`src/verilog/tctc_consts.svh`:
```
// Contract
// Transfer ticks divided from clock time charge/transfer
// Independent spread tick divider times extend-charge
// Each buffer state lasts two clocks
// Charge and transfer durations fixed per sequence
// Extend peak is max+1 ticks at cycle max+2
// Extend duration follows a repeating triangle from zero
// Software sets one sample pin per group only
// Running sequence drives role pins and switches
// Idle drive bit sets idle and free pin modes
// Idle and free switches follow per-pin bits
// Idle switches follow bits even for unassigned pins
// Enabled unit overrides other pin owners
// Software should disable hysteresis on unit pins
// Software configures before enabling, starts after enabling
// Start by start bit or trigger pin edge
// Done flag set on threshold stop, sticky
// Limit flag set on cycle-limit stop, sticky
// Software waits for flag, clears, reads counts
// Compare returns idle when all reached, else loops
// Stop at cycle limit after compare
// Extend state only when spread enabled
// Limit field selects 255 to 16383, top reserved
// Group counters clear at start, count until threshold
`ifndef TCTC_CONSTS_SVH
`define TCTC_CONSTS_SVH

`define TCTC_GROUPS 6
`define TCTC_PINS_PER_GROUP 4
`define TCTC_PINS 24
`define TCTC_COUNT_W 14
`define TCTC_BUF_CYCLES 8'h02
`define TCTC_LIMIT_BASE_LOG 4'h8
`define TCTC_LIMIT_TOP_SEL 3'h6
`define TCTC_COUNT_RESET 14'h0000
`define TCTC_DIV_W 3
`define TCTC_DIV_CNT_W 7

`endif

```
`src/verilog/tctc_pkg.sv`:
```
package tctc_pkg;
  typedef enum logic [2:0] {
    S_IDLE,
    S_BUF1,
    S_CHARGE,
    S_EXTEND,
    S_BUF2,
    S_XFER,
    S_BUF3,
    S_COMPARE
  } tctc_state_e;
  typedef logic [13:0] tctc_count_t;
endpackage

```
`src/verilog/tctc_top.sv`:
```
`timescale 1ns/1ps
`include "tctc_consts.svh"
module tctc_top (
  input wire logic sys_clk,
  input wire logic rst,
  input wire logic unit_enable_bit,
  input wire logic sequence_start_bit,
  input wire logic trigger_select_bit,
  input wire logic trigger_edge_rising,
  input wire logic trigger_input_pin,
  input wire logic [3:0] charge_time_field,
  input wire logic [3:0] transfer_time_field,
  input wire logic [6:0] spread_max_field,
  input wire logic spread_enable_bit,
  input wire logic [`TCTC_DIV_W-1:0] transfer_tick_divider,
  input wire logic [`TCTC_DIV_W-1:0] spread_tick_divider,
  input wire logic [2:0] cycle_limit_field,
  input wire logic idle_pin_drive_bit,
  input wire logic [`TCTC_PINS-1:0] per_pin_switch_bits,
  input wire logic [`TCTC_PINS-1:0] channel_pins,
  input wire logic [`TCTC_PINS-1:0] sample_pins,
  input wire logic [`TCTC_PINS-1:0] pin_assigned,
  input wire logic [`TCTC_GROUPS-1:0] group_enable,
  input wire logic [`TCTC_GROUPS-1:0] sample_above_threshold,
  input wire logic done_flag_clear_bit,
  input wire logic error_flag_clear_bit,
  output logic [`TCTC_PINS-1:0] pin_takeover,
  output logic [`TCTC_PINS-1:0] pin_drive_en,
  output logic [`TCTC_PINS-1:0] pin_drive_level,
  output logic [`TCTC_PINS-1:0] switch_close,
  output logic sequence_done_flag,
  output logic cycle_limit_error_flag,
  output logic sequence_busy,
  output tctc_pkg::tctc_count_t group_cycle_count [`TCTC_GROUPS]
);
  import tctc_pkg::*;

  tctc_state_e state;
  tctc_state_e next_state;
  logic [7:0] step_cnt;
  logic [7:0] ext_len;
  logic ext_rising;
  tctc_count_t cycle_num;
  tctc_count_t cycle_limit;
  logic [`TCTC_GROUPS-1:0] reached;
  logic [`TCTC_GROUPS-1:0] reached_now;
  logic all_reached;
  logic ct_tick;
  logic ec_tick;
  logic state_change;
  logic trig_meta;
  logic trig_sync;
  logic trig_prev;
  logic [`TCTC_GROUPS-1:0] samp_meta;
  logic [`TCTC_GROUPS-1:0] samp_sync;
  logic trig_edge;
  logic start_req;
  logic stop_now;

  // Limit field 111 is reserved; it is treated as the largest legal limit.
  function automatic tctc_count_t limit_of(input logic [2:0] sel);
    logic [2:0] s;
    s = (sel > `TCTC_LIMIT_TOP_SEL) ? `TCTC_LIMIT_TOP_SEL : sel;
    return 14'((16'h0001 << (`TCTC_LIMIT_BASE_LOG + 4'(s))) - 16'h0001);
  endfunction

  assign cycle_limit = limit_of(cycle_limit_field);

  // Pins and comparator outputs come from the analog side, so both pass two flops.
  always_ff @(posedge sys_clk)
  begin
    if (rst)
    begin
      trig_meta <= 1'b0;
      trig_sync <= 1'b0;
      trig_prev <= 1'b0;
      samp_meta <= '0;
      samp_sync <= '0;
    end
    else
    begin
      trig_meta <= trigger_input_pin;
      trig_sync <= trig_meta;
      trig_prev <= trig_sync;
      samp_meta <= sample_above_threshold;
      samp_sync <= samp_meta;
    end
  end

  assign trig_edge = trigger_edge_rising ? (trig_sync && !trig_prev) : (!trig_sync && trig_prev);
  assign start_req = unit_enable_bit && (state == S_IDLE)
                     && (trigger_select_bit ? trig_edge : sequence_start_bit);

  assign reached_now = reached | samp_sync;
  assign all_reached = &(reached_now | ~group_enable);
  assign stop_now = all_reached || (cycle_num == cycle_limit);
  assign state_change = (next_state != state);
  assign sequence_busy = (state != S_IDLE);

  tctc_tick_div u_transfer_tick_div (
    .sys_clk(sys_clk),
    .rst(rst),
    .clear(state_change),
    .divide(transfer_tick_divider),
    .tick(ct_tick)
  );

  tctc_tick_div u_spread_tick_div (
    .sys_clk(sys_clk),
    .rst(rst),
    .clear(state_change),
    .divide(spread_tick_divider),
    .tick(ec_tick)
  );

  always_comb
  begin
    next_state = state;
    unique case (state)
      S_IDLE:
        if (start_req)
          next_state = S_BUF1;
      S_BUF1:
        if (step_cnt == `TCTC_BUF_CYCLES - 8'h01)
          next_state = S_CHARGE;
      S_CHARGE:
        if (ct_tick && step_cnt == 8'(charge_time_field))
          next_state = (spread_enable_bit && ext_len != 8'h00) ? S_EXTEND : S_BUF2;
      S_EXTEND:
        if (ec_tick && step_cnt == ext_len - 8'h01)
          next_state = S_BUF2;
      S_BUF2:
        if (step_cnt == `TCTC_BUF_CYCLES - 8'h01)
          next_state = S_XFER;
      S_XFER:
        if (ct_tick && step_cnt == 8'(transfer_time_field))
          next_state = S_BUF3;
      S_BUF3:
        if (step_cnt == `TCTC_BUF_CYCLES - 8'h01)
          next_state = S_COMPARE;
      S_COMPARE:
        next_state = stop_now ? S_IDLE : S_BUF1;
    endcase
    if (!unit_enable_bit)
      next_state = S_IDLE;
  end

  always_ff @(posedge sys_clk)
  begin
    if (rst)
      state <= S_IDLE;
    else
      state <= next_state;
  end

  // Buffer states count clocks; timed states count ticks of their own divider.
  always_ff @(posedge sys_clk)
  begin
    if (rst || state_change)
      step_cnt <= 8'h00;
    else if (state == S_BUF1 || state == S_BUF2 || state == S_BUF3
             || ((state == S_CHARGE || state == S_XFER) && ct_tick)
             || (state == S_EXTEND && ec_tick))
      step_cnt <= step_cnt + 8'h01;
  end

  // Extend length walks 0 up to max+1 and back down, reversing at both ends.
  always_ff @(posedge sys_clk)
  begin
    if (rst || start_req)
    begin
      ext_len <= 8'h00;
      ext_rising <= 1'b1;
    end
    else if (state == S_COMPARE && next_state == S_BUF1)
    begin
      if (ext_rising && ext_len == {1'b0, spread_max_field} + 8'h01)
      begin
        ext_rising <= 1'b0;
        ext_len <= ext_len - 8'h01;
      end
      else if (!ext_rising && ext_len == 8'h00)
      begin
        ext_rising <= 1'b1;
        ext_len <= 8'h01;
      end
      else
        ext_len <= ext_rising ? ext_len + 8'h01 : ext_len - 8'h01;
    end
  end

  always_ff @(posedge sys_clk)
  begin
    if (rst || start_req)
      cycle_num <= 14'h0001;
    else if (state == S_COMPARE && next_state == S_BUF1)
      cycle_num <= cycle_num + 14'h0001;
  end

  always_ff @(posedge sys_clk)
  begin
    if (rst)
    begin
      reached <= '0;
      for (int g = 0; g < `TCTC_GROUPS; g++)
        group_cycle_count[g] <= `TCTC_COUNT_RESET;
    end
    else if (start_req)
    begin
      reached <= '0;
      for (int g = 0; g < `TCTC_GROUPS; g++)
        group_cycle_count[g] <= `TCTC_COUNT_RESET;
    end
    else if (state == S_COMPARE)
    begin
      reached <= reached_now;
      for (int g = 0; g < `TCTC_GROUPS; g++)
        if (group_enable[g] && !reached[g])
          group_cycle_count[g] <= group_cycle_count[g] + 14'h0001;
    end
  end

  // A set in the same cycle as a clear wins, so no stop event is lost.
  always_ff @(posedge sys_clk)
  begin
    if (rst)
      sequence_done_flag <= 1'b0;
    else if (state == S_COMPARE && all_reached && unit_enable_bit)
      sequence_done_flag <= 1'b1;
    else if (done_flag_clear_bit)
      sequence_done_flag <= 1'b0;
  end

  always_ff @(posedge sys_clk)
  begin
    if (rst)
      cycle_limit_error_flag <= 1'b0;
    else if (state == S_COMPARE && !all_reached && cycle_num == cycle_limit && unit_enable_bit)
      cycle_limit_error_flag <= 1'b1;
    else if (error_flag_clear_bit)
      cycle_limit_error_flag <= 1'b0;
  end

  // Idle drive bit low pulls pins low; high leaves them as floating inputs.
  always_ff @(posedge sys_clk)
  begin
    if (rst)
    begin
      pin_takeover <= '0;
      pin_drive_en <= '0;
      pin_drive_level <= '0;
      switch_close <= '0;
    end
    else
    begin
      for (int i = 0; i < `TCTC_PINS; i++)
      begin
        pin_takeover[i] <= unit_enable_bit && pin_assigned[i];
        if (state != S_IDLE && (channel_pins[i] || sample_pins[i]))
        begin
          pin_drive_en[i] <= channel_pins[i] && (state == S_CHARGE || state == S_EXTEND);
          pin_drive_level[i] <= 1'b1;
          switch_close[i] <= (state == S_XFER);
        end
        else
        begin
          pin_drive_en[i] <= !idle_pin_drive_bit;
          pin_drive_level[i] <= 1'b0;
          switch_close[i] <= per_pin_switch_bits[i];
        end
      end
    end
  end

  a_buf1_two_cycles: assert property (@(posedge sys_clk) disable iff (rst || !unit_enable_bit)
    (state == S_BUF1 && $past(state) != S_BUF1) |-> ##1 state == S_BUF1 ##1 state == S_CHARGE)
    else $error("first buffer state did not last two clocks");

  a_buf3_two_cycles: assert property (@(posedge sys_clk) disable iff (rst || !unit_enable_bit)
    (state == S_BUF3 && $past(state) != S_BUF3) |-> ##1 state == S_BUF3 ##1 state == S_COMPARE)
    else $error("third buffer state did not last two clocks");

  a_idle_switch_follow: assert property (@(posedge sys_clk) disable iff (rst)
    (state == S_IDLE && $past(state) == S_IDLE) |=> switch_close == $past(per_pin_switch_bits))
    else $error("idle switches do not follow the per-pin bits");

  a_soft_start: assert property (@(posedge sys_clk) disable iff (rst)
    (state == S_IDLE && unit_enable_bit && !trigger_select_bit && sequence_start_bit) |=> state == S_BUF1)
    else $error("start bit did not launch a sequence");

  a_done_flag_sticky: assert property (@(posedge sys_clk) disable iff (rst)
    (sequence_done_flag && !done_flag_clear_bit) |=> sequence_done_flag)
    else $error("done flag dropped without a clear");

  a_limit_flag_set: assert property (@(posedge sys_clk) disable iff (rst || !unit_enable_bit)
    (state == S_COMPARE && !all_reached && cycle_num == cycle_limit) |=> cycle_limit_error_flag && state == S_IDLE)
    else $error("cycle limit stop did not raise the error flag");

  a_compare_loop: assert property (@(posedge sys_clk) disable iff (rst || !unit_enable_bit)
    (state == S_COMPARE && !stop_now) |=> state == S_BUF1 ##2 state == S_CHARGE)
    else $error("compare did not start another cycle");

  a_no_extend_off: assert property (@(posedge sys_clk) disable iff (rst)
    (state == S_CHARGE && !spread_enable_bit) |=> state != S_EXTEND)
    else $error("extend state entered with spreading off");

  a_spread_peak: assert property (@(posedge sys_clk) disable iff (rst)
    (state != S_IDLE) |-> ext_len <= {1'b0, spread_max_field} + 8'h01)
    else $error("extend length above its peak");

  a_count_clear: assert property (@(posedge sys_clk) disable iff (rst)
    start_req |=> group_cycle_count[0] == `TCTC_COUNT_RESET && cycle_num == 14'h0001)
    else $error("counters not cleared at sequence start");
endmodule

```
`src/verilog/tctc_tick_div.sv`:
```
`timescale 1ns/1ps
`include "tctc_consts.svh"
module tctc_tick_div (
  input wire logic sys_clk,
  input wire logic rst,
  input wire logic clear,
  input wire logic [`TCTC_DIV_W-1:0] divide,
  output logic tick
);
  logic [`TCTC_DIV_CNT_W-1:0] count;
  logic [`TCTC_DIV_CNT_W-1:0] last;

  // Clearing on every state entry keeps each charge, extend and transfer state an exact multiple of the tick period.
  assign last = `TCTC_DIV_CNT_W'((8'h01 << divide) - 8'h01);
  assign tick = (count == last);

  always_ff @(posedge sys_clk)
  begin
    if (rst || clear || tick)
    begin
      count <= '0;
    end
    else
    begin
      count <= count + `TCTC_DIV_CNT_W'(1);
    end
  end
endmodule

```
`config.mk`:
```
export PLATFORM = sky130hd
export DESIGN_NAME = tctc_top
export DESIGN_NICKNAME = d
export VERILOG_FILES = /design/src/verilog/tctc_pkg.sv /design/src/verilog/tctc_top.sv /design/src/verilog/tctc_tick_div.sv
export VERILOG_INCLUDE_DIRS = /design/src /design/src/verilog
export SDC_FILE = /design/constraint.sdc
export NUM_CORES = 1
export LEC_CHECK = 0
export ABC_CLOCK_PERIOD_IN_PS = 5800
export BUFFER_PORTS_ARGS = -buffer_cell sky130_fd_sc_hd__buf_2
export CAP_MARGIN = 10
export CELL_PAD_IN_SITES_DETAIL_PLACEMENT = 1
export CELL_PAD_IN_SITES_GLOBAL_PLACEMENT = 1
export CORE_ASPECT_RATIO = 1.1
export CORE_MARGIN = 2
export CORE_UTILIZATION = 40
export CTS_BUF_LIST = sky130_fd_sc_hd__clkbuf_8
export CTS_CLUSTER_SIZE = 12
export DETAILED_ROUTE_END_ITERATION = 6
export PLACE_DENSITY = 0.87
export REMOVE_ABC_BUFFERS = 1
export SLEW_MARGIN = 20
export SYNTH_ARGS = -nofsm -noshare
export SYNTH_HDL_FRONTEND = slang
export SYNTH_SLANG_ARGS = --single-unit
export TNS_END_PERCENT = 50
```
`constraint.sdc`:
```
create_clock -name sys_clk -period 5.8 [get_ports sys_clk]
set_clock_uncertainty 0.15 [all_clocks]
set_input_delay 1.16 -clock sys_clk [delete_from_list [all_inputs] [get_ports sys_clk]]
set_output_delay 1.16 -clock sys_clk [all_outputs]
set_load 0.02 [all_outputs]
```
==> Word level (Yosys, flattened, before mapping) <==
Index checks and enable logic that the tools add are counted.
{ "word_totals": {"reg_bits": 251, "output_inout_bits": 183} }
{ "op_classes": {"n_addsub": 17, "n_lt_le_gt_ge": 1, "eq_ne": 17, "shift": 3, "n_mux": 95, "bitwise_logic": 3, "n_reduce_logical": 158} }
{ "op_table": {"columns": ["operator", "n"], "rows": [
  ["14-bit by 1-bit adder with 14-bit output (second input constant)", 7],
  ["1-bit logical AND", 96],
  ["1-bit two-way mux", 81],
  ["1-bit logical OR", 35],
  ["3-bit two-way mux", 10],
  ["8-bit two-way mux", 3],
  ["3-bit case mux with 8 select lines", 1],
  ["8-bit by 1-bit adder with 8-bit output (second input constant)", 2],
  ["8-bit by 4-bit == test with 1-bit output", 2],
  ["8-bit == test", 2],
  ["7-bit by 1-bit adder with 7-bit output (second input constant)", 2],
  ["14-bit == test", 1],
  ["7-bit == test", 2],
  ["2-bit AND reduction", 7],
  ["1-bit by 3-bit << shifter with 7-bit output (first input constant)", 2],
  ["1-bit by 4-bit << shifter with 14-bit output (first input constant)", 1],
  ["14-bit by 1-bit subtractor with 14-bit output (second input constant)", 1],
  ["7-bit by 1-bit subtractor with 7-bit output (second input constant)", 2],
  ["3-bit == test (second input constant)", 4],
  ["6-bit OR", 2],
  ["1-bit zero test", 11],
  ["7-bit by 1-bit adder with 8-bit output (second input constant)", 1],
  ["8-bit by 1-bit == test with 1-bit output (second input constant)", 1],
  ["8-bit zero test", 1],
  ["13 further kinds", 17]
]} }

==> Depth between registers and ports, before layout <==
Gate-level depths: netlist of run 1.
{ "logic_depth": {"depth_word": 13, "mapped_depth": 13} }

==> Cells and area by module <==
A second synthesis of run 1 with hierarchy kept.
{ "hier_totals": {"hier_cells": 1323, "area_unflattened_um2": 11305.8} }
{ "by_module_without_submodules": {"columns": ["mod", "n_inst", "cells_each", "area_each_um2", "seq_area_each_um2"], "rows": [
  ["tctc_top", 1, 1223, 10385.0, 4744.6],
  ["tctc_tick_div", 2, 50, 460.4, 140.1]
]} }

==> Worst setup path after synthesis of run 1 <==
Ideal clock, no wire load.
{ "synth_timing": {"path_kind": "input to register", "start": "in spread_tick_divider[2]", "end": "reg step_cnt[3]", "arrival_time_ns": 4.020, "required_ns": 5.547, "slack_ns": 1.526, "stages": 12, "cell_sequence": "buf_2 > or3_4 > ha_1 > clkbuf_1 > xnor2_1 > or3_1 > a21oi_1 > o2111ai_1 > and2_1 > buf_6 > or4_1 > a2111oi_2"} }
{ "synth_via": {"elab_chain_len": 9, "elab_cells_between_ends": 11} }
{ "synth_lines": {"columns": ["element", "line", "text"], "rows": [
  ["start, declared", "tctc_top.sv:16", "input wire logic [`TCTC_DIV_W-1:0] spread_tick_divider,"],
  ["1-bit by 3-bit << shifter with 7-bit output *", "tctc_tick_div.sv:14", "assign last = `TCTC_DIV_CNT_W'((8'h01 << divide) - 8'h01);"],
  ["7-bit by 1-bit subtractor with 7-bit output *", "tctc_tick_div.sv:14", null],
  ["7-bit == test *", "tctc_tick_div.sv:15", "assign tick = (count == last);"],
  ["1-bit logical AND", "tctc_top.sv:130", "if (ec_tick && step_cnt == ext_len - 8'h01)"],
  ["3-bit two-way mux", "tctc_top.sv:130", null],
  ["3-bit case mux with 8 select lines", "tctc_top.sv:119", "unique case (state)"],
  ["3-bit two-way mux", "tctc_top.sv:144", "if (!unit_enable_bit)"],
  ["3-bit inequality test", "tctc_top.sv:97", "assign state_change = (next_state != state);"],
  ["1-bit logical OR", "tctc_top.sv:159", "if (rst || state_change)"],
  ["end signal, assigned", "tctc_top.sv:164", "step_cnt <= step_cnt + 8'h01;"],
  ["end, declared", "tctc_top.sv:40", "logic [7:0] step_cnt;"]
]} }
Every way passes the cells marked *; elsewhere a longest branch is shown, timed or not.
A chain may end at the register's enable or synchronous reset.

==> Worst setup path in the final report of run 1 <==
{ "layout_timing": {"start": "in transfer_tick_divider[2]", "end": "reg step_cnt[6]"} }
{ "layout_via": {"elab_chain_len": 9, "elab_cells_between_ends": 14} }
{ "layout_lines": {"columns": ["element", "line", "text"], "rows": [
  ["start, declared", "tctc_top.sv:15", "input wire logic [`TCTC_DIV_W-1:0] transfer_tick_divider,"],
  ["1-bit by 3-bit << shifter with 7-bit output *", "tctc_tick_div.sv:14", null],
  ["7-bit by 1-bit subtractor with 7-bit output *", "tctc_tick_div.sv:14", null],
  ["7-bit == test *", "tctc_tick_div.sv:15", null],
  ["1-bit logical AND, on equally long branches", "tctc_top.sv:136, tctc_top.sv:127", null],
  ["3-bit two-way mux, on equally long branches", "tctc_top.sv:136, tctc_top.sv:127", null],
  ["3-bit case mux with 8 select lines", "tctc_top.sv:119", null],
  ["3-bit two-way mux", "tctc_top.sv:144", null],
  ["3-bit inequality test", "tctc_top.sv:97", null],
  ["1-bit logical OR", "tctc_top.sv:159", null]
]} }
Marks and branches as above.

==> impl_metrics.json, run 1 <==
{
  "die_h_um": 181,
  "gp_congestion": 0.888,
  "core_um2": 27900,
  "cp.arrival_ns": 4.34,
  "cp-start-kind": "input port",
  "ys_ff_latch": 251,
  "io_buffers": 325,
  "drt_iter0_drc": 625,
  "worstMarginPinSlew_ns": 0.927,
  "hpwl_mm": 26.9,
  "whs_ns": 0.265,
  "dr.pass1.iters": 4,
  "setup.worst_path.class": "in2reg",
  "nNetsFinal": 1815,
  "drv_slew": 0,
  "initial_utilization_pct": 40.7,
  "via_per_inst": 5.42,
  "cts_tree": "built",
  "reg2reg_from": "ext_len[0]",
  "yosys.area.top_type": "dfxtp_1",
  "worstHoldEndpoint": "samp_sync[4]",
  "dpl-instance-area_um2": 13200,
  "drv_cap": 0,
  "r2r_end": "ext_len[0]",
  "ys_warn_count": 0,
  "p_leak_nw": 6.09,
  "rows": 64,
  "final_cells": 2059,
  "drt-total-wl_mm": 38.1,
  "r2r_slack_ns": 2.04,
  "max_clock_freq_mhz": 244,
  "insertion_delay_ns": 0.57,
  "worstHoldPathCells": 1,
  "ys.flop_type": "dfxtp_1",
  "endpoint_kind": "flop",
  "netlist.area_leader.share_pct": 44.4,
  "htreeDepth": 2,
  "top_usage_layer": "met2",
  "grt_usage_pct": 25.2,
  "synth_commonest_cells": "dfxtp_1, nor2_1, a21oi_1",
  "vias": 11151,
  "wl_per_cell_um": 18.5,
  "synth_edf_count": 0,
  "drc": 0,
  "yosysSeqAreaShare_pct": 44.4,
  "hold_start": "samp_meta[4]",
  "dp_cells": 1972,
  "worstPathRequired_ns": 6.04,
  "fin_crit_ns": 4.10,
  "drive_gt1_share_pct": 25.3,
  "postLayoutCellArea_um2": 14100,
  "powerDensity_nw_per_um2": 263,
  "maxSlewHeadroom_pct": 38.2,
  "clock_path_buffers": 3,
  "hold_viol": 0,
  "grt_pass1_vias": 11853,
  "rsz0062_at_grt": "false",
  "setup_violations": 0,
  "die_w_um": 164,
  "pin_count": 326,
  "areaGrowthSynthToFinish_pct": 24.4,
  "antenna_found_initial": 8,
  "grt_pass1_wl_mm": 60.8,
  "cts_resized": 0,
  "cts.sinks": 251,
  "synth_async_sr_flop_share_pct": 0,
  "netlist_area_um2": 11300,
  "fin_crit_sh_pct": 70.6,
  "numCtsBuffers": 45,
  "hold_path.class": "reg2reg",
  "rr_worst_depth": 9,
  "ant_nets": 0,
  "ctsHoldBuffers": 0,
  "synthTopCellsByArea": "dfxtp_1, nor2_1, xor2_1, a21oi_1, xnor2_1",
  "use_met2_pct": 45.7,
  "grt-ovfl-total": 0,
  "critPathMaxFanout": 22,
  "grt_use_met3_pct": 7.36,
  "grt_max_degree": 69,
  "synth_cell_types": 71,
  "dieArea_um2": 29700,
  "tns_ns": 0,
  "synth_area_per_cell_um2": 8.39,
  "grt_use_met1_pct": 27.7,
  "outcome": "complete, no violations",
  "power_mw": 3.71,
  "ir_drop_uv": 178,
  "synth_cells": 1351,
  "cts_setup_buffers": 0,
  "clockRootBuffer": "clkbuf_8",
  "cts.clk_slew.worst_paths_ns": 0.06
}
==> cell families after synthesis <==
kind of cell,share of synthesized area [%]
simple gates,26.1
compound gates,14.4
flops,44.4
xor+xnor,9.20
buf+inv,3.58
fa+ha+maj,1.77
mux,0.618
==> stage by stage <==
step | setup slack (ns) | util (%)
floorplan | 0.735 | -
global placement | 1.42 | 47.3
detailed placement | 1.18 | 47.3
CTS | 1.71 | 50.5
global route | 1.52 | 50.6
finish | 1.70 | 50.6
==> power by group <==
group,internal [mW],switching (mW)
combinational,0.111,0.192
clock,0.876,0.755
sequential,1.76,0.0146
total,2.75,0.962
==> placed cells by master, fill, tap and decap left out, drive strengths merged, types with 21 or more instances in the layout <==
cell    netlist  layout
a21oi        93      93
and2         31      31
buf          19     334
clkbuf       57      56
dfxtp       251     251
inv          20      40
nand2        79      79
nand3        54      54
nand4        27      27
nor2        251     251
nor2b        27      27
nor4         21      21
o21ai        83      83
or3          22      22
xnor2        52      52
xor2         67      67
==> how the worst max path moves through the flow <==
stage,startpoint,endpoint,cells past startpoint
finish,transfer_tick_divider[2],step_cnt[6],10
global route,transfer_tick_divider[2],u_spread_tick_div.count[1],10
CTS,ext_len[0],ext_len[0],9
detailed placement,transfer_tick_divider[2],ext_len[0],10
global placement,transfer_tick_divider[2],cycle_num[9],10
floorplan,state[0],ext_len[6],6
==> flip-flops by register name, indices dropped and copies added (netlist names), 3 cells and up <==
register	cells
samp_meta	6
state	3
u_transfer_tick_div.count	7
cycle_num	14
pin_takeover	24
switch_close	24
group_cycle_count	84
step_cnt	8
samp_sync	6
reached	6
ext_len	8
pin_drive_en	24
pin_drive_level	24
u_spread_tick_div.count	7
==> area by class of cell <==
cell class	instances	area (um2)
Antenna cell	6	15.0
Clock buffer	56	771
Clock inverter	25	124
Fill cell	3465	13800
Inverter	20	75.1
Multi-Input combinational cell	1004	5940
Sequential cell	251	5020
Tap cell	363	454
Timing Repair Buffer	334	1690
==> layer usage <==
layer  up-vias  routed length, um
li1       5317                  -
met1      5393              14900
met2       355              19400
met3        82               2650
met4         4               1130
met5         -                 26
==> critical path, stage by stage <==
cell and delay, ns:
buf_2 0.16, or3_4 0.41, ha_1 0.29, xnor2_1 0.23, xnor2_1 0.14, nor4_4 0.34
nand4_1 0.20, nor4_1 0.41, o31a_1 0.83, a2111oi_0 0.17
Note: power is estimated with default switching activity, not from simulation.
==> inputs of run 2 (changes only) <==
--- a/config.mk
+++ b/config.mk
@@ -6,18 +6,18 @@
 export SDC_FILE = /design/constraint.sdc
 export NUM_CORES = 1
 export LEC_CHECK = 0
-export ABC_CLOCK_PERIOD_IN_PS = 5800
+export ABC_CLOCK_PERIOD_IN_PS = 3820
 export BUFFER_PORTS_ARGS = -buffer_cell sky130_fd_sc_hd__buf_2
 export CAP_MARGIN = 10
 export CELL_PAD_IN_SITES_DETAIL_PLACEMENT = 1
 export CELL_PAD_IN_SITES_GLOBAL_PLACEMENT = 1
 export CORE_ASPECT_RATIO = 1.1
 export CORE_MARGIN = 2
-export CORE_UTILIZATION = 40
+export CORE_UTILIZATION = 39
 export CTS_BUF_LIST = sky130_fd_sc_hd__clkbuf_8
 export CTS_CLUSTER_SIZE = 12
 export DETAILED_ROUTE_END_ITERATION = 6
-export PLACE_DENSITY = 0.87
+export PLACE_DENSITY = 0.85
 export REMOVE_ABC_BUFFERS = 1
 export SLEW_MARGIN = 20
 export SYNTH_ARGS = -nofsm -noshare
==> constraint.sdc (replaced) <==
create_clock -name sys_clk -period 3.82 [get_ports sys_clk]
set_clock_uncertainty 0.15 [all_clocks]
set_input_delay 0.764 -clock sys_clk [delete_from_list [all_inputs] [get_ports sys_clk]]
set_output_delay 0.764 -clock sys_clk [all_outputs]
set_load 0.02 [all_outputs]
==> impl_metrics.json, run 2 (synthesis results as in run 1) <==
{
  "mostFrequentLayoutCell": "buf_2",
  "cp-start-kind": "input port",
  "seqPwrFrac_pct": 48.2,
  "initial_utilization_pct": 39.6,
  "p_leak_nw": 6.20,
  "gp_congestion": 0.863,
  "hold_path.class": "in2reg",
  "fin_crit_ns": 3.39,
  "nNetsFinal": 1839,
  "largest_reg_flops": 84,
  "vias": 11099,
  "cts_tree": "built",
  "die_w_um": 167,
  "final_cell_mix": "buf_2, dfxtp_1, nor2_1",
  "utilization_pct": 49.9,
  "combPwrFrac_pct": 8.5,
  "worstMarginPinSlew_ns": 0.873,
  "r2r_slack_ns": 0.57,
  "grt_max_degree": 52,
  "tns_ns": 0,
  "dp_cells": 2001,
  "grt_pass1_vias": 11650,
  "drive_gt1_share_pct": 26.3,
  "critPathMaxFanout": 13,
  "cts.sinks": 251,
  "clock_path_buffers": 3,
  "cts_setup_buffers": 0,
  "hold_viol": 0,
  "endpoint_kind": "flop",
  "grt_pass1_wl_mm": 59.2,
  "cts_resized": 0,
  "reg2reg_from": "ext_len[1]",
  "multiInputGateArea_um2": 5930,
  "setup.worst_path.class": "in2reg",
  "whs_ns": 0.270,
  "cp.arrival_ns": 3.64,
  "via_per_inst": 5.32,
  "worstPathRequired_ns": 4.07,
  "drt_iter0_drc": 500,
  "drt-total-wl_mm": 36.9,
  "power_mw": 5.60,
  "p_sw_share_pct": 25.1,
  "core_um2": 28600,
  "maxSlewHeadroom_pct": 41.7,
  "setup_violations": 0,
  "pwr-share-clk_pct": 43.4,
  "drc": 0,
  "drv_cap": 0,
  "hold_start": "pin_assigned[7]",
  "htreeDepth": 2,
  "crit_start": "transfer_tick_divider[2]",
  "internal_power_mw": 4.20,
  "wl_per_cell_um": 17.7,
  "ant_nets": 0,
  "io_buffers": 325,
  "outcome": "complete, no violations",
  "max_clock_freq_mhz": 295,
  "antenna_found_initial": 4,
  "rsz0062_at_grt": "false",
  "ff_latch_area_um2": 5020,
  "grt_usage_pct": 23.3,
  "endpoint": "u_transfer_tick_div.count[2]",
  "dieArea_um2": 30400,
  "final_cells": 2088,
  "ir_drop_uv": 348,
  "numCtsBuffers": 45,
  "ctsHoldBuffers": 0,
  "r2r_end": "step_cnt[6]",
  "dr.pass1.iters": 6,
  "cts.clk_slew.worst_paths_ns": 0.06,
  "die_h_um": 183,
  "top_register": "group_cycle_count",
  "rows": 65,
  "hpwl_mm": 26.9,
  "fin_crit_sh_pct": 88.8,
  "powerDensity_nw_per_um2": 392,
  "drv_slew": 0,
  "nFillCells": 3567,
  "rr_worst_depth": 11,
  "grt-ovfl-total": 0,
  "insertion_delay_ns": 0.54,
  "areaGrowthSynthToFinish_pct": 26.2,
  "pin_count": 326,
  "p_switching_mw": 1.41,
  "clockRootBuffer": "clkbuf_8"
}
[run 2: power groups by stage]
| stage | Sequential, mW | Combinational [mW] | Clock [mW] |
|---|---|---|---|
| 2_1_floorplan | 2.81 | 0.176 | 0 |
| 3_3_place_gp | 2.75 | 0.456 | 0 |
| 3_5_place_dp | 2.75 | 0.472 | 0 |
| 4_1_cts | 2.70 | 0.476 | 2.51 |
| 5_1_grt | 2.70 | 0.519 | 2.64 |
| 6_report | 2.70 | 0.474 | 2.43 |
[run 2: area by class of cell]
class                      instances  area share (%)
multi-input combinational       1004            41.5
tap                              368            3.22
sequential                       251            35.2
inverter                          20           0.525
antenna                            6           0.105
clock inverter                    24           0.761
timing repair buffer             358            13.3
clock buffer                      57            5.49
[run 2: worst max-delay path, stage by stage]
cell and delay, ns:
buf_2 0.11, or3_4 0.39, ha_1 0.28, xnor2_1 0.19, xnor2_1 0.13, nor4_4 0.35, nand4_1 0.20, nor4_1 0.35
o31a_1 0.51, buf_4 0.29, nor4_1 0.08
[run 2: worst min path at each step]
stage,to,depth (start not counted)
2_1_floorplan,samp_sync[0],1
3_3_place_gp,samp_sync[0],1
3_5_place_dp,samp_sync[0],1
4_1_cts,pin_takeover[7],2
5_1_grt,pin_takeover[19],2
6_report,pin_takeover[7],2
[run 2: metal layers]
metal / vias up / global-route usage (%) / part of all wire (%) / wire length [um]
li1: 5349 / - / - / -
met1: 5387 / 27.3 / 41 / 15300
met2: 301 / 41.9 / 49 / 18300
met3: 62 / 5.74 / 6.4 / 2350
met4: 0 / 7.59 / 2.6 / 977
met5: - / 0 / 0 / 0
[run 2: through the flow]
step           instance area (um2)  setup WS [ns]
4_1_cts                      14300          0.437
6_report                     14300          0.428
2_1_floorplan                11000          -1.24
3_5_place_dp                 13400         -0.140
3_3_place_gp                 13400      -0.000920
5_1_grt                      14300          0.212
==> inputs of run 3 (changes only) <==
--- a/config.mk
+++ b/config.mk
@@ -6,6 +6,7 @@
 export SDC_FILE = /design/constraint.sdc
 export NUM_CORES = 1
 export LEC_CHECK = 0
+export ABC_AREA = 1
 export ABC_CLOCK_PERIOD_IN_PS = 3820
 export BUFFER_PORTS_ARGS = -buffer_cell sky130_fd_sc_hd__buf_2
 export CAP_MARGIN = 10
@@ -13,7 +14,7 @@
 export CELL_PAD_IN_SITES_GLOBAL_PLACEMENT = 1
 export CORE_ASPECT_RATIO = 1.1
 export CORE_MARGIN = 2
-export CORE_UTILIZATION = 39
+export CORE_UTILIZATION = 38
 export CTS_BUF_LIST = sky130_fd_sc_hd__clkbuf_8
 export CTS_CLUSTER_SIZE = 12
 export DETAILED_ROUTE_END_ITERATION = 6
==> impl_metrics.json, run 3 <==
{
  "outcome": "complete, no violations",
  "worstHoldPathCells": 2,
  "ant_nets": 0,
  "numCtsBuffers": 44,
  "hold_viol": 0,
  "nNetsFinal": 2084,
  "drc": 0,
  "netlist_area_um2": 11700,
  "setup_violations": 0,
  "yosys.area.top_type": "dfxtp_1",
  "synth-simple-area-share_pct": 31.2,
  "initial_utilization_pct": 38.6,
  "path_buf_inv": 3,
  "dp_cells": 2293,
  "powerDensity_nw_per_um2": 395,
  "crit_family": "simple AND/OR/NAND/NOR gates",
  "rr_worst_depth": 15,
  "cp.arrival_ns": 3.29,
  "synthMuxAreaShare_pct": 0.0852,
  "maxSlewHeadroom_pct": 43.5,
  "drt-total-wl_mm": 38.4,
  "cts.clk_slew.worst_paths_ns": 0.06,
  "grt_max_degree": 87,
  "fin_crit_ns": 2.96,
  "gp_congestion": 0.879,
  "areaGrowthSynthToFinish_pct": 24.6,
  "final_cells": 2378,
  "antenna_found_initial": 7,
  "htreeDepth": 2,
  "insertion_delay_ns": 0.57,
  "dr.pass1.iters": 4,
  "max_clock_freq_mhz": 337,
  "ys_warn_count": 0,
  "cts_tree": "built",
  "ctsHoldBuffers": 0,
  "cts_setup_buffers": 0,
  "core_um2": 30400,
  "grt-ovfl-total": 0,
  "pin_count": 326,
  "synth_commonest_cells": "nand2_1, dfxtp_1, nor2_1",
  "rows": 67,
  "synth_cells": 1598,
  "drv_slew": 0,
  "cp-start-kind": "flop",
  "grt_pass1_wl_mm": 60.9,
  "yosysMostFrequentCell": "nand2_1",
  "endpoint_kind": "flop",
  "hpwl_mm": 29.2,
  "dpl-instance-area_um2": 13700,
  "die_h_um": 188,
  "worstPathRequired_ns": 4.15,
  "synth_async_sr_flop_share_pct": 0,
  "io_buffers": 325,
  "via_per_inst": 4.91,
  "synth_compound_area_share_pct": 9.84,
  "ys.flop_type": "dfxtp_1",
  "synth_top_family_by_area": "simple AND/OR/NAND/NOR gates",
  "cts_resized": 0,
  "drt_iter0_drc": 367,
  "mostFrequentLayoutCell": "nand2_1",
  "setup.worst_path.class": "reg2reg",
  "r2r_slack_ns": 0.86,
  "synth_edf_count": 0,
  "yosysSeqAreaShare_pct": 42.8,
  "grt_usage_pct": 23.5,
  "synth_area_per_cell_um2": 7.35,
  "postLayoutCellArea_um2": 14600,
  "clock_path_buffers": 3,
  "largest_reg_flops": 84,
  "final_cell_mix": "nand2_1, buf_2, dfxtp_1",
  "slowest_stage": "dfxtp_1",
  "synth_cell_types": 46,
  "fin_crit_sh_pct": 77.6,
  "dieArea_um2": 32300,
  "netlist.area_leader.share_pct": 42.8,
  "drive_gt1_share_pct": 24.8,
  "drv_cap": 0,
  "hold_path.class": "reg2reg",
  "synthTopCellsByArea": "dfxtp_1, nand2_1, nor2_1, a21oi_1, inv_1",
  "ir_drop_uv": 285,
  "worstMarginPinSlew_ns": 0.846,
  "crit_chain": "inv_2 > ha_1 > inv_1 > nand2_1 > nand4_1 > nor2_1 > nand3_1 > nor2_1 > nand3_1 > nand2_2 > nand4_4 > nand3_4 > buf_4 > nand2_1 > a21oi_1",
  "synth_fa_ha_area_share_pct": 1.70,
  "die_w_um": 172,
  "vias": 11682,
  "wl_per_cell_um": 16.2,
  "critPathMaxFanout": 22,
  "tns_ns": 0,
  "ys_ff_latch": 251,
  "top_register": "group_cycle_count",
  "rsz0062_at_grt": "false",
  "cts.sinks": 251,
  "critical_path_depth": 15,
  "p_leak_nw": 6.74,
  "yosys.area_share.xor_xnor_pct": 6.49,
  "clockRootBuffer": "clkbuf_8",
  "cpPeakStageDelay_ns": 0.50,
  "grt_pass1_vias": 12275
}
[run 3: cell count changes in the layout (fill, tap and decap cells not counted), sizes merged, moves of 17 or more]
cell,change
inv,+146
buf,-24
and2,-31
xnor2,-26
and3,-17
nand2,+315
or3,-22
a21oi,+26
nor2b,-27
nand3,+39
nor2,-28
[run 3: power by group]
part / internal [mW] / switching (mW) / total, mW
Sequential: 2.68 / 0.0268 / 2.70
Clock: 1.45 / 1.13 / 2.59
Combinational: 0.166 / 0.317 / 0.483
Total: 4.30 / 1.48 / 5.77
[run 3: stage by stage]
stage | setup WS [ns] | hold slack [ns] | total power, mW | util [%]
final | 0.856 | 0.256 | 5.77 | 48.1
after global routing | 0.549 | 0.243 | 6.01 | 48.1
after CTS | 0.828 | 0.231 | 5.86 | 48.0
after detailed placement | 0.377 | 0.248 | 3.25 | 45.0
after global placement | 0.577 | 0.241 | 3.23 | 45.0
after floorplan | 0.0851 | 0.238 | 3.00 | -
[run 3: path summary, 6_finish.rpt]
kind           startpoint           end
max            ext_len[0]  cycle_num[6]
min          samp_meta[5]  samp_sync[5]
min reg2reg  samp_meta[5]  samp_sync[5]
max reg2reg    ext_len[0]  cycle_num[6]
[run 3: layer usage]
layer | GRT usage (%) | up-vias | part of all wire, %
li1 | - | 5761 | -
met2 | 42.4 | 314 | 50
met5 | 0 | - | 0
met3 | 7.06 | 85 | 6.9
met1 | 24.8 | 5522 | 39
met4 | 10.4 | 0 | 4.1
[run 3: cell type report]
class                           count  area [um2]
Clock inverter                     23         154
Clock buffer                       56         771
Antenna cell                        6        15.0
Tap cell                          414         518
Sequential cell                   251        5020
Timing Repair Buffer              334        1710
Multi-Input combinational cell   1123        5800
Inverter                          171         644
Fill cell                        3965       15800
[run 3: worst reg2reg max path, stage by stage (launching register included)]
cell and delay, ns:
dfxtp_1 0.50, inv_2 0.18, ha_1 0.42, inv_1 0.06, nand2_1 0.07, nand4_1 0.09
nor2_1 0.13, nand3_1 0.08, nor2_1 0.19, nand3_1 0.12, nand2_2 0.11, nand4_4 0.14
nand3_4 0.13, buf_4 0.26, nand2_1 0.08, a21oi_1 0.16
[run 3: logic make-up (layout without fill, tap and decap cells)]
| family | count (synthesis) | count (layout) |
|---|---|---|
| XOR/XNOR | 87 | 87 |
| buffers and inverters | 224 | 584 |
| adder cells (fa/ha/maj) | 16 | 16 |
| flip-flops | 251 | 251 |
| other | 0 | 6 |
| AND/OR/NAND/NOR | 792 | 792 |
| AO/OA/AOI/OAI | 227 | 227 |
| multiplexers | 1 | 1 |
